**src/include/rvs_pkg.sv**
```systemverilog
// package of constants and types for the regulator voltage supervisor
package rvs_pkg;
    localparam int RVS_NREG = 17;
    localparam int RVS_NCH = 3;
    localparam int RVS_NSLOT = 10;
    localparam int RVS_CLK_HZ = 20000000;
    localparam int RVS_SLOT_US = 100;
    localparam int RVS_SLOT_CYC = RVS_CLK_HZ / 1000000 * RVS_SLOT_US;
    localparam int RVS_RESET_HOLD_US = 1000;
    localparam int RVS_RESET_HOLD_CYC = RVS_CLK_HZ / 1000000 * RVS_RESET_HOLD_US;
    localparam int RVS_SEQ_FAST = 1;
    localparam int RVS_SEQ_ECO = 10;
    localparam logic [11:0] RVS_TEMP_OFFSET_ADDR = 12'h104;
    localparam logic [11:0] RVS_CTRL_ADDR = 12'h000;
    localparam logic [11:0] RVS_MONEN_ADDR = 12'h004;
    localparam logic [11:0] RVS_REGEN_ADDR = 12'h008;
    localparam logic [11:0] RVS_EVENT_ADDR = 12'h00C;
    localparam logic [11:0] RVS_RES_ADDR = 12'h010;
    localparam logic [11:0] RVS_IDX_ADDR = 12'h014;
    localparam logic [11:0] RVS_MAN_LOW_ADDR = 12'h018;
    localparam logic [11:0] RVS_MAN_HIGH_ADDR = 12'h01C;
    localparam logic [11:0] RVS_STATUS_ADDR = 12'h020;
    localparam logic [11:0] RVS_NOMINAL_ADDR = 12'h024;
    localparam int RVS_CTRL_MODE_LSB = 0;
    localparam int RVS_CTRL_ECO = 2;
    localparam int RVS_CTRL_DEB = 3;
    localparam int RVS_CTRL_ACTION = 4;
    localparam int RVS_CTRL_MASK = 5;
    localparam int RVS_CTRL_PGPIN = 6;
    localparam int RVS_CTRL_MANGO = 7;
    localparam int RVS_CTRL_MANCH_LSB = 8;
    localparam int RVS_CTRL_DELAY_LSB = 16;
    localparam logic [31:0] RVS_CTRL_RESET = 32'h0004_0000;
    localparam logic [7:0] RVS_TEMP_OFFSET_VAL = 8'h80;
    localparam logic [7:0] RVS_WINDOW_DIV = 8'h10;
    typedef enum logic [1:0] {
        RVS_MODE_OFF = 2'h0,
        RVS_MODE_SUPERVISE = 2'h1,
        RVS_MODE_MEASURE = 2'h2,
        RVS_MODE_BURST = 2'h3
    } rvs_mode_t;
    // group of each regulator: 0..5 group1, 6..11 group2, 12..16 group3
    function automatic logic [1:0] rvs_group(input logic [4:0] reg_id);
        if (reg_id < 5'h06)
            return 2'h0;
        else if (reg_id < 5'h0C)
            return 2'h1;
        return 2'h2;
    endfunction : rvs_group
endpackage : rvs_pkg

```
**src/include/rvs_adc_if.sv**
```systemverilog
// interface carrying conversion requests and results
`timescale 1ns/10ps
interface rvs_adc_if;
    logic start;
    logic [3:0] channel;
    logic done;
    logic [9:0] result;
    modport ctrl (output start, output channel, input done, input result);
    modport conv (input start, input channel, output done, output result);
endinterface : rvs_adc_if

```
**src/hw/rvs_conv.sv**
```systemverilog
// conversion front end: captures the sampled analog code one cycle after a start
`timescale 1ns/10ps
module rvs_conv
    import rvs_pkg::*;
(
    input wire logic clock,
    input wire logic reset_n,
    input wire logic [9:0] adcCode,
    rvs_adc_if.conv adc
);
    always_ff @(posedge clock or negedge reset_n)
    begin
        if (!reset_n)
        begin
            adc.done <= 1'b0;
            adc.result <= 10'h000;
        end
        else
        begin
            adc.done <= adc.start;
            if (adc.start)
                adc.result <= adcCode;
        end
    end
endmodule : rvs_conv

```
**src/hw/rvs_window.sv**
```systemverilog
// relative threshold window around the nominal target of a regulator
`timescale 1ns/10ps
module rvs_window
    import rvs_pkg::*;
(
    input wire logic [7:0] nominal,
    input wire logic [7:0] sample,
    output logic below,
    output logic above
);
    logic [8:0] margin;
    logic [8:0] low;
    logic [8:0] high;
    always_comb
    begin
        // window tracks nominal, so a voltage change moves it too
        margin = {1'b0, nominal} / {1'b0, RVS_WINDOW_DIV};
        low = {1'b0, nominal} - margin;
        high = {1'b0, nominal} + margin;
        below = {1'b0, sample} < low;
        above = {1'b0, sample} > high;
    end
endmodule : rvs_window

```
**src/hw/rvs_supervisor.sv**
```systemverilog
// regulator voltage supervisor with wishbone register access
// What this block does
// - active only when mode enables; fixed channel
// - measure each 1 ms, economy 10 ms
// - thresholds follow nominal target, compare both
// - out of range: store result, index, event
// - supervise mode disables faulting regulator
// - settle delay after enable or voltage change
// - debounce needs two consecutive same-threshold hits
// - fixed regulator-to-channel assignment
// - several regulators measured in turn
// - keep supervising; latest fault recorded
// - clearing event resets index fields
// - masked: action select picks disable or reset
// - reset out held 1 ms and while bad
// - disabled regulators never cause reset
// - power good false if any disabled selected
// - measure mode: event on each result
// - burst mode: event after channel 10 slot
// - measurement modes: no compare, no shutdown
// - measure modes pause while interrupt pending
// - manual result 10 bits, low and high
// - ten-slot repeating scheduler order
`timescale 1ns/10ps
module rvs_supervisor
    import rvs_pkg::*;
(
    input wire logic clock,
    input wire logic reset_n,
    input wire logic wb_cyc_i,
    input wire logic wb_stb_i,
    input wire logic wb_we_i,
    input wire logic [11:0] wb_adr_i,
    input wire logic [3:0] wb_sel_i,
    input wire logic [31:0] wb_dat_i,
    output logic [31:0] wb_dat_o,
    output logic wb_ack_o,
    input wire logic [9:0] adcCode,
    output logic [16:0] regulatorOn,
    output logic system_reset_out_n,
    output logic interrupt_request_n,
    output logic power_good_pin
);
    typedef enum logic [2:0] {
        RVS_SLOT_IDLE = 3'b001,
        RVS_SLOT_CONV = 3'b010,
        RVS_SLOT_DONE = 3'b100
    } rvs_slot_t;

    rvs_adc_if adc ();
    logic [31:0] ctrl;
    logic [16:0] per_regulator_monitor_enable;
    logic [16:0] regEnable;
    logic [7:0] nominal [RVS_NREG];
    logic [7:0] groupResult [RVS_NCH];
    logic [4:0] groupIndex [RVS_NCH];
    logic regulator_fault_event;
    logic [9:0] manualResult;
    logic [15:0] settle [RVS_NREG];
    logic [1:0] lastHit [RVS_NREG];
    logic [16:0] outOfRange;
    logic [11:0] slotCount;
    logic [3:0] slot;
    logic [3:0] seqCount;
    logic [4:0] cursor [RVS_NCH];
    rvs_slot_t slotState;
    logic slotAuto;
    logic [1:0] slotGroup;
    logic [4:0] slotReg;
    logic [14:0] holdCount;
    logic below;
    logic above;
    logic wbHit;
    logic wbWrite;
    logic setEvent;
    logic clearEvent;
    rvs_mode_t mode;
    logic measuring;
    logic paused;
    logic slotEnd;
    logic [31:0] next_rdata;

    assign mode = rvs_mode_t'(ctrl[RVS_CTRL_MODE_LSB +: 2]);
    assign measuring = (mode == RVS_MODE_MEASURE) || (mode == RVS_MODE_BURST);
    assign paused = measuring && regulator_fault_event && !ctrl[RVS_CTRL_MASK];
    assign wbHit = wb_cyc_i && wb_stb_i && !wb_ack_o;
    assign wbWrite = wbHit && wb_we_i;
    assign slotEnd = slotCount == 12'(RVS_SLOT_CYC - 1);
    // write of a set bit clears; host writes back the read value
    assign clearEvent = wbWrite && wb_adr_i == RVS_EVENT_ADDR && wb_sel_i[0] && wb_dat_i[0];

    rvs_conv conv (
        .clock(clock),
        .reset_n(reset_n),
        .adcCode(adcCode),
        .adc(adc)
    );
    rvs_window window (
        .nominal(nominal[slotReg]),
        .sample(adc.result[9:2]),
        .below(below),
        .above(above)
    );

    // scheduler slot timing
    always_ff @(posedge clock or negedge reset_n)
    begin
        if (!reset_n)
        begin
            slotCount <= 12'h000;
            slot <= 4'h0;
            seqCount <= 4'h0;
        end
        else
        begin
            slotCount <= slotEnd ? 12'h000 : slotCount + 12'h001;
            if (slotEnd)
            begin
                slot <= (slot == 4'(RVS_NSLOT - 1)) ? 4'h0 : slot + 4'h1;
                if (slot == 4'(RVS_NSLOT - 1))
                    seqCount <= (seqCount == 4'(ctrl[RVS_CTRL_ECO] ? RVS_SEQ_ECO - 1
                        : RVS_SEQ_FAST - 1)) ? 4'h0 : seqCount + 4'h1;
            end
        end
    end

    // slot 1, 4, 7 are groups 1..3; all other slots manual
    always_comb
    begin
        slotGroup = 2'h0;
        slotAuto = 1'b0;
        unique case (slot)
            4'h1: slotAuto = 1'b1;
            4'h4:
            begin
                slotAuto = 1'b1;
                slotGroup = 2'h1;
            end
            4'h7:
            begin
                slotAuto = 1'b1;
                slotGroup = 2'h2;
            end
            default: slotAuto = 1'b0;
        endcase
    end

    // conversion request per slot
    always_ff @(posedge clock or negedge reset_n)
    begin
        if (!reset_n)
        begin
            slotState <= RVS_SLOT_IDLE;
            adc.start <= 1'b0;
            adc.channel <= 4'h0;
            slotReg <= 5'h00;
        end
        else
        begin
            adc.start <= 1'b0;
            unique case (slotState)
                RVS_SLOT_IDLE:
                    if (slotCount == 12'h000 && slotAuto && mode != RVS_MODE_OFF
                        && !paused && seqCount == 4'h0
                        && per_regulator_monitor_enable[cursor[slotGroup]])
                    begin
                        adc.start <= 1'b1;
                        adc.channel <= 4'h8 + {2'h0, slotGroup};
                        slotReg <= cursor[slotGroup];
                        slotState <= RVS_SLOT_CONV;
                    end
                    else if (slotCount == 12'h000 && !slotAuto && ctrl[RVS_CTRL_MANGO])
                    begin
                        adc.start <= 1'b1;
                        adc.channel <= ctrl[RVS_CTRL_MANCH_LSB +: 4];
                        slotReg <= 5'h1F;
                        slotState <= RVS_SLOT_CONV;
                    end
                RVS_SLOT_CONV: slotState <= RVS_SLOT_DONE;
                RVS_SLOT_DONE: slotState <= RVS_SLOT_IDLE;
            endcase
        end
    end

    // k-th regulator after cur, wrapping inside its own group
    function automatic logic [4:0] grp_next(input logic [1:0] g, input logic [4:0] cur,
        input int k);
        int base;
        int size;
        base = int'(g) * 6;
        size = (g == 2'h2) ? RVS_NREG - 12 : 6;
        return 5'(base + (int'(cur) - base + k) % size);
    endfunction : grp_next

    // round robin over enabled regulators; each extra one adds a base period
    always_ff @(posedge clock or negedge reset_n)
    begin
        if (!reset_n)
        begin
            for (int g = 0; g < RVS_NCH; g++)
                cursor[g] <= 5'(g * 6);
        end
        else if (slotEnd && slotAuto && seqCount == 4'h0)
        begin
            // scan far to near so the nearest enabled one wins
            for (int k = 6; k >= 1; k--)
            begin
                if (per_regulator_monitor_enable[grp_next(slotGroup, cursor[slotGroup], k)])
                    cursor[slotGroup] <= grp_next(slotGroup, cursor[slotGroup], k);
            end
        end
    end

    // settle delay after switch-on or target change
    always_ff @(posedge clock or negedge reset_n)
    begin
        if (!reset_n)
        begin
            for (int r = 0; r < RVS_NREG; r++)
                settle[r] <= 16'h0000;
        end
        else
        begin
            for (int r = 0; r < RVS_NREG; r++)
            begin
                if (wbWrite && wb_adr_i == RVS_NOMINAL_ADDR && wb_dat_i[12:8] == 5'(r))
                    settle[r] <= ctrl[RVS_CTRL_DELAY_LSB +: 16];
                else if (wbWrite && wb_adr_i == RVS_REGEN_ADDR && wb_dat_i[r] && !regEnable[r])
                    settle[r] <= ctrl[RVS_CTRL_DELAY_LSB +: 16];
                else if (settle[r] != 16'h0000 && slotEnd)
                    settle[r] <= settle[r] - 16'h0001;
            end
        end
    end

    // evaluation of finished conversions
    always_ff @(posedge clock or negedge reset_n)
    begin
        if (!reset_n)
        begin
            for (int g = 0; g < RVS_NCH; g++)
            begin
                groupResult[g] <= 8'h00;
                groupIndex[g] <= 5'h00;
            end
            for (int r = 0; r < RVS_NREG; r++)
                lastHit[r] <= 2'h0;
            outOfRange <= 17'h00000;
            manualResult <= 10'h000;
            setEvent <= 1'b0;
        end
        else
        begin
            setEvent <= 1'b0;
            if (clearEvent)
            begin
                for (int g = 0; g < RVS_NCH; g++)
                    groupIndex[g] <= 5'h00;
            end
            if (adc.done && slotReg == 5'h1F)
                manualResult <= adc.result;
            else if (adc.done && measuring)
            begin
                groupResult[slotGroup] <= adc.result[9:2];
                groupIndex[slotGroup] <= slotReg;
                setEvent <= mode == RVS_MODE_MEASURE;
            end
            else if (adc.done && mode == RVS_MODE_SUPERVISE && settle[slotReg] == 16'h0000
                && regEnable[slotReg])
            begin
                lastHit[slotReg] <= {above, below};
                outOfRange[slotReg] <= below || above;
                if ((below || above) && (!ctrl[RVS_CTRL_DEB]
                    || lastHit[slotReg] == {above, below}))
                begin
                    groupResult[slotGroup] <= adc.result[9:2];
                    groupIndex[slotGroup] <= slotReg;
                    setEvent <= 1'b1;
                end
            end
            if (slotEnd && slot == 4'h7 && mode == RVS_MODE_BURST && !paused)
                setEvent <= 1'b1;
        end
    end

    // event flag: a set in the clear cycle wins
    always_ff @(posedge clock or negedge reset_n)
    begin
        if (!reset_n)
            regulator_fault_event <= 1'b0;
        else if (setEvent)
            regulator_fault_event <= 1'b1;
        else if (clearEvent)
            regulator_fault_event <= 1'b0;
    end

    // rail control: supervision shuts rails, reset action holds reset
    always_ff @(posedge clock or negedge reset_n)
    begin
        if (!reset_n)
            regEnable <= 17'h00000;
        else if (wbWrite && wb_adr_i == RVS_REGEN_ADDR)
            regEnable <= wb_dat_i[16:0];
        else if (setEvent && mode == RVS_MODE_SUPERVISE
            && (!ctrl[RVS_CTRL_MASK] || !ctrl[RVS_CTRL_ACTION]))
            regEnable[slotReg] <= 1'b0;
    end

    always_ff @(posedge clock or negedge reset_n)
    begin
        if (!reset_n)
            holdCount <= 15'h0000;
        else if (setEvent && mode == RVS_MODE_SUPERVISE && ctrl[RVS_CTRL_MASK]
            && ctrl[RVS_CTRL_ACTION] && regEnable[slotReg])
            holdCount <= 15'(RVS_RESET_HOLD_CYC);
        else if (holdCount != 15'h0000)
            holdCount <= holdCount - 15'h0001;
    end

    // outputs from flops
    always_ff @(posedge clock or negedge reset_n)
    begin
        if (!reset_n)
        begin
            system_reset_out_n <= 1'b1;
            interrupt_request_n <= 1'b1;
            power_good_pin <= 1'b0;
            regulatorOn <= 17'h00000;
        end
        else
        begin
            // still bad keeps reset low even after the minimum hold
            system_reset_out_n <= !(holdCount != 15'h0000 || (ctrl[RVS_CTRL_ACTION]
                && ctrl[RVS_CTRL_MASK] && |(outOfRange & regEnable)));
            interrupt_request_n <= !(regulator_fault_event && !ctrl[RVS_CTRL_MASK]);
            power_good_pin <= ctrl[RVS_CTRL_MASK] && ctrl[RVS_CTRL_PGPIN]
                && !(|(per_regulator_monitor_enable & ~regEnable))
                && !(|(outOfRange & per_regulator_monitor_enable));
            regulatorOn <= regEnable;
        end
    end

    // register writes
    always_ff @(posedge clock or negedge reset_n)
    begin
        if (!reset_n)
        begin
            ctrl <= RVS_CTRL_RESET;
            per_regulator_monitor_enable <= 17'h00000;
            for (int r = 0; r < RVS_NREG; r++)
                nominal[r] <= 8'h80;
        end
        else
        begin
            if (wbWrite && wb_adr_i == RVS_CTRL_ADDR)
                ctrl <= wb_dat_i;
            else if (adc.done && slotReg == 5'h1F)
                ctrl[RVS_CTRL_MANGO] <= 1'b0;
            if (wbWrite && wb_adr_i == RVS_MONEN_ADDR)
                per_regulator_monitor_enable <= wb_dat_i[16:0];
            if (wbWrite && wb_adr_i == RVS_NOMINAL_ADDR)
                nominal[wb_dat_i[12:8]] <= wb_dat_i[7:0];
        end
    end

    always_comb
    begin
        next_rdata = 32'h0000_0000;
        unique case (wb_adr_i)
            RVS_CTRL_ADDR: next_rdata = ctrl;
            RVS_MONEN_ADDR: next_rdata = {15'h0000, per_regulator_monitor_enable};
            RVS_REGEN_ADDR: next_rdata = {15'h0000, regEnable};
            RVS_EVENT_ADDR: next_rdata = {31'h0, regulator_fault_event};
            RVS_RES_ADDR: next_rdata = {8'h00, groupResult[2], groupResult[1], groupResult[0]};
            RVS_IDX_ADDR: next_rdata = {17'h0, groupIndex[2], groupIndex[1], groupIndex[0]};
            RVS_MAN_LOW_ADDR: next_rdata = {30'h0, manualResult[1:0]};
            RVS_MAN_HIGH_ADDR: next_rdata = {24'h0, manualResult[9:2]};
            RVS_STATUS_ADDR: next_rdata = {15'h0, outOfRange};
            RVS_TEMP_OFFSET_ADDR: next_rdata = {24'h0, RVS_TEMP_OFFSET_VAL};
            default: next_rdata = 32'h0000_0000;
        endcase
    end

    always_ff @(posedge clock or negedge reset_n)
    begin
        if (!reset_n)
        begin
            wb_ack_o <= 1'b0;
            wb_dat_o <= 32'h0000_0000;
        end
        else
        begin
            wb_ack_o <= wbHit;
            wb_dat_o <= next_rdata;
        end
    end

    pulse_event_a: assert property (@(posedge clock) disable iff (!reset_n)
        setEvent |=> regulator_fault_event) else $error("event not set");
    clear_index_a: assert property (@(posedge clock) disable iff (!reset_n)
        clearEvent && !setEvent && !adc.done |=> groupIndex[0] == 5'h00)
        else $error("index not cleared");
    reset_hold_a: assert property (@(posedge clock) disable iff (!reset_n)
        holdCount == 15'(RVS_RESET_HOLD_CYC) |=> !system_reset_out_n)
        else $error("reset not asserted");
    slot_wrap_a: assert property (@(posedge clock) disable iff (!reset_n)
        slotEnd && slot == 4'h9 |=> slot == 4'h0) else $error("slot wrap wrong");
    measure_noshut_a: assert property (@(posedge clock) disable iff (!reset_n)
        measuring && !(wbWrite && wb_adr_i == RVS_REGEN_ADDR) |=> $stable(regEnable)
        || !$past(measuring)) else $error("rail changed in measurement");
    pause_hold_a: assert property (@(posedge clock) disable iff (!reset_n)
        paused && slotState == RVS_SLOT_IDLE && slotAuto |=> !adc.start)
        else $error("measured while paused");
    no_reset_off_a: assert property (@(posedge clock) disable iff (!reset_n)
        !ctrl[RVS_CTRL_ACTION] && holdCount == 15'h0000 |=> system_reset_out_n)
        else $error("reset without action");
    pg_disabled_a: assert property (@(posedge clock) disable iff (!reset_n)
        |(per_regulator_monitor_enable & ~regEnable) |=> !power_good_pin)
        else $error("power good with disabled rail");
endmodule : rvs_supervisor

```
**config.mk**
```make
export PLATFORM = sky130hd
export DESIGN_NAME = rvs_supervisor
export DESIGN_NICKNAME = d
export VERILOG_FILES = /design/src/include/rvs_pkg.sv /design/src/include/rvs_adc_if.sv /design/src/hw/rvs_conv.sv /design/src/hw/rvs_window.sv /design/src/hw/rvs_supervisor.sv
export SDC_FILE = /design/constraint.sdc
export NUM_CORES = 2
export LEC_CHECK = 0
export BUFFER_PORTS_ARGS = -buffer_cell sky130_fd_sc_hd__buf_2
export CAP_MARGIN = 20
export CORE_ASPECT_RATIO = 0.5
export CORE_MARGIN = 2
export CORE_UTILIZATION = 24
export DETAILED_ROUTE_END_ITERATION = 8
export MAX_ROUTING_LAYER = met4
export SLEW_MARGIN = 25
export SYNTH_ARGS = -nofsm -noshare
export SYNTH_HDL_FRONTEND = slang
export SYNTH_HIERARCHICAL = 1
export SYNTH_SLANG_ARGS = --single-unit
```
**constraint.sdc**
```tcl
create_clock -name clock -period 33 [get_ports clock]
set_clock_uncertainty 0.15 [all_clocks]
set_input_delay 1.65 -clock clock [delete_from_list [all_inputs] [get_ports clock]]
set_output_delay 1.65 -clock clock [all_outputs]
set_load 0.01 [all_outputs]
```
* Word level (Yosys, flattened, before mapping)
Cells that the tools add are included.
Operators by class: add/subtract/negate cells 36, multiply operators 1, divide/modulo/power cells 6, order comparisons 17, equality and inequality tests 42, mux-type cells 148, bitwise operators 11, reduce and logical (&&, ||, !) cells 201
Operator list (count):
- 2-to-1 mux 16 bit | 53
- case mux 32 bit (10 select lines) | 1
- nonzero test 16 bit | 17
- subtractor 16 x 1 -> 16 bit, second input constant | 17
- 2-to-1 mux 15 bit | 18
- remainder unit 32 x 32 -> 32 bit | 6
- bitwise mux 136 bit | 1
- logical AND 1 bit | 113
- bitwise mux 15 bit | 7
- binary-select mux 16 bit (select 5 bit) | 1
- 2-to-1 mux 24 bit | 3
- AND 17 bit | 4
- nonzero test 3 bit | 17
- OR reduction 17 bit | 3
- == test 12 x 5 -> 1 bit, second input constant | 4
- < comparator 5 x 6 -> 1 bit, second input constant | 8
- binary-select mux 1 bit (select 5 bit) | 8
- binary-select mux 8 bit (select 5 bit) | 1
- demux 8 bit (select 5 bit) | 1
- == test 5 x 4 -> 1 bit, second input constant | 8
- bitwise mux 34 bit | 1
- 2-to-1 mux 17 bit | 2
- NOT 17 bit | 2
- 2-to-1 mux 8 bit | 4
- other kinds (68) | 162
Storage, ports and cells: bits in registers 699, input port bits 63, output and inout bits 53

* Longest topological paths before layout
depth after elaboration 28, gate-level depth with buffers 73, mapped depth without buffers 66

* Hierarchy
Netlist, hierarchy kept.
Modules (own cells, without submodules):
- rvs_supervisor | times used 1, cells each 4776, area each 44056.0 um2
- rvs_window | times used 1, cells each 96, area each 790.8 um2
- rvs_conv | times used 1, cells each 22, area each 436.7 um2

* Least setup slack after synthesis
No wires, ideal clock.
path type flip-flop to flip-flop, start register slot[1], end register cursor[0] in the netlist's numbering, library setup time 0.095 ns, arrival 13.661 ns, slack 19.094 ns, cell stages (with the launch flop) 66, buffers on the path 8, cells stage by stage dfrtp_1 > buf_6 > nor4b_4 > buf_6 > inv_1 > ha_1 > nor2_2 > buf_2 > nor2_1 > a21oi_1 > clkbuf_1 > ha_1 > inv_1 > ha_1 > a211oi_1 > a21oi_2 > nand2_1 > inv_2 > [... 30 more ...] > nor2_1 > a211o_1 > nor4_2 > or2_1 > buf_4 > ha_1 > nor2_1 > a21oi_1 > ha_1 > fa_1 > buf_1 > mux2i_1 > mux4_2 > a22oi_4 > mux2i_2 > o41ai_4 > o31ai_1 > o31ai_1
Between the ends: word-level cells in the longest chain between the ends 28, elaborated cells between the ends (all ways) 68
RTL lines:
- start, declared | RTL line rvs_supervisor.sv:63 | logic [3:0] slot;
- start signal, assigned | RTL line rvs_supervisor.sv:119 | slot <= (slot == 4'(RVS_NSLOT - 1)) ? 4'h0 : slot + 4'h1;
- branches (longest 28 deep; another with remainder unit 32 x 32 -> 32 bit)
- end signal, assigned by index | RTL line rvs_supervisor.sv:201 | cursor[g] <= 5'(g * 6);
- end signal, assigned by index | RTL line rvs_supervisor.sv:209 | cursor[slotGroup] <= grp_next(slotGroup, cursor[slotGroup], k);
- end, declared | RTL line rvs_supervisor.sv:65 | logic [4:0] cursor [RVS_NCH];
Several ways; the timed one is not identified. The select of a mux whose other input is x is not followed. A chain may end at the register's enable or synchronous reset.

* Worst setup path after layout
start register slot[0], end register cursor[8] in the netlist's numbering
The elaborated chain is that of the path after synthesis.

==> impl_results.md <==
- Status: completed
- Share of cells above drive strength 1: 16.4%
- Kind of critical path: register to register
- Critical path arrival: 18.29 ns
- Final hold vios: 0
- Endpoint type of the worst setup path: register
- Clock sinks: 699
- Pre-CTS setup slack: 15.50 ns
- Final setup vio count: 0
- Router iterations before antenna repair: 9
- Min-delay src: slotState[1]
- Syn nets: 5096
- Clock Power Share: 49.5%
- Period utilization: 54.3%
- Worst skew pair latency: 0.65 ns
- Final ANT Viol Nets: 0
- CTS tree: yes
- RSZ-0062 raised after global routing: false
- Worst setup slack after layout: 15.07 ns
- Commonest non-fill, non-tap cells in the layout: 669 x dfrtp_1, 568 x nand2_1, 389 x o21ai_0
- Relative slew slack: 32.2%
- Mapped Cells: 4880
- RR Endpoint: cursor[8]
- Full die area: 192000 um^2
- Required @ worst endpoint: 33.36 ns
- Yosys warnings: 6
- Max-cap check violation count: 0
- Hold EP: slotState[0]
- Hpwl dp: 96600 um
- Worst vdd ir: 0.0295 mV
- Global-route wire length before repair: 217000 um
- DR iter-0 viols: 3379
- # rows: 112
- GRT Total Usage: 14.6%
- Sw frac: 22.1%
- Post-route DRC violation count: 0
- Total Nets Final: 5106
- Post-Route WL: 140000 um
- Slew of the pin with the lowest slew margin: 1.02 ns
- Launch point of the worst reg-to-reg path: slot[0]
- Largest stage delay on the critical path: 0.83 ns
- P per Cell Area: 34.5 nW/um^2
- # IOs: 116
- Worst Reg-to-Reg Cells: 57
- Commonest non-fill, non-tap cell in the layout: dfrtp_1
- Hold_buf cts: 0
- Resized Gates After CTS: 0
- Number of global-route vias before repair: 36100
- Hold Path Depth: 1
- Pin count of the biggest net entering global routing: 103
- Sum Neg Setup Slack: 0 ns
- Max Fclk: 0.0558 GHz
- Leak pwr: 19.9 nW
- H-tree depth: 3
- Die extent in y: 311 um
- IO Port Bufs: 112
- Area Overhead vs Synth: 13.2%
- Deepest clock path buffer count: 3
- Combinational power share: 1.8%
- Routability Congestion: 0.959
- Post CTS Setup Buffer Count: 0
- Max-slew violation count: 0
- Via density: 5.04
- Crit path top cell by count: ha_1
- HP Class: register to register
- CP Launch Type: register
- Layout Utilization: 27.3%
- Slowest CP cell: fa_1
- Avg Cell Area, Syn: 9.24 um^2
- Root Driver: clkbuf_16
- Congestion Overflow GR: 0
- Critical Path Fanout Max: 24
- Core ar.: 187000 um^2
- Initial antenna violation count: 2
- Routed len/inst: 18.8 um
- Switch Pwr: 0.000389 W
- Total clock buffers created by CTS: 79
- Vias: 37600
- Reg2reg setup slack: 15.07 ns
- Cell Area, Synth: 45100 um^2
- Initial Util: 24.2%
- Die Wd: 617 um
- Crit path time final: 17.93 ns
- Sequential Power Share: 48.7%
- Clk pin slew, worst setup/hold paths: 0.07 ns
- Internal power: 0.00137 W
critical path, delay by kind of cell, from the launching register on:
kind | cells | cell delay, ns
AO/OA/AOI/OAI | 18 | 5.22
adder cells (fa/ha/maj) | 10 | 4.17
AND/OR/NAND/NOR | 19 | 4.85
buffers and inverters | 4 | 1.12
XOR/XNOR | 1 | 0.14
flip-flops | 1 | 0.53
multiplexers | 5 | 1.58
per-layer routing:
metal	wire (um)	GRT usage [%]	vias to the layer above
li1	-	-	17600
met1	61300	18.7	18600
met2	66200	23.8	1109
met3	7140	1.37	274
met4	5600	5.86	0
met5	0	-	-
how the worst max path moves through the flow:
stage	startpoint	endpoint	slack [ns]	cells past startpoint
3_3_place_gp	slot[0]	cursor[9]	15.61	56
4_1_cts	slot[1]	cursor[9]	15.44	56
5_1_grt	slot[1]	cursor[8]	13.96	56
2_1_floorplan	slot[1]	cursor[0]	19.11	65
6_report	slot[0]	cursor[8]	15.07	57
3_5_place_dp	slot[1]	cursor[8]	15.50	57
cell type report:
cell class                 count  area, um^2
antenna                        2        5.00
clock buffer                 122        2380
clock inverter                16         164
fill                       19700      136000
inverter                     159         599
multi-input combinational   3762       26100
sequential                   699       17500
tap                         2508        3140
timing repair buffer         189        1160
flip-flops by register name, indices dropped and copies added, names as in the netlist, 12 cells and up:
| signal | flops |
|---|---|
| lastHit | 34 |
| groupIndex | 15 |
| regEnable | 17 |
| regulatorOn | 17 |
| ctrl | 32 |
| outOfRange | 17 |
| slotCount | 12 |
| nominal | 136 |
| cursor | 15 |
| per_regulator_monitor_enable | 17 |
| groupResult | 24 |
| settle | 272 |
| wb_dat_o | 32 |
| holdCount | 15 |
metrics by stage:
stage / area, um^2 / instances / power, W / hold slack (ns)
floorplan: 45100 / 4880 / 0.000878 / 0.224
global placement: 48500 / 7316 / 0.000906 / 0.257
global route: 51000 / 7455 / 0.00182 / 0.292
finish: 51000 / 7457 / 0.00176 / 0.266
detailed placement: 48500 / 7316 / 0.000906 / 0.257
CTS: 51000 / 7454 / 0.00178 / 0.265
power by group through the flow:
stage	Clock, W	Sequential, W	Combinational, W
4_1_cts	0.000888	0.000858	0.0000322
3_5_place_dp	0	0.000874	0.0000322
5_1_grt	0.000923	0.000858	0.0000355
3_3_place_gp	0	0.000874	0.0000320
2_1_floorplan	0	0.000874	0.00000441
6_report	0.000873	0.000858	0.0000313
Note: power is estimated with default switching activity, not from simulation.
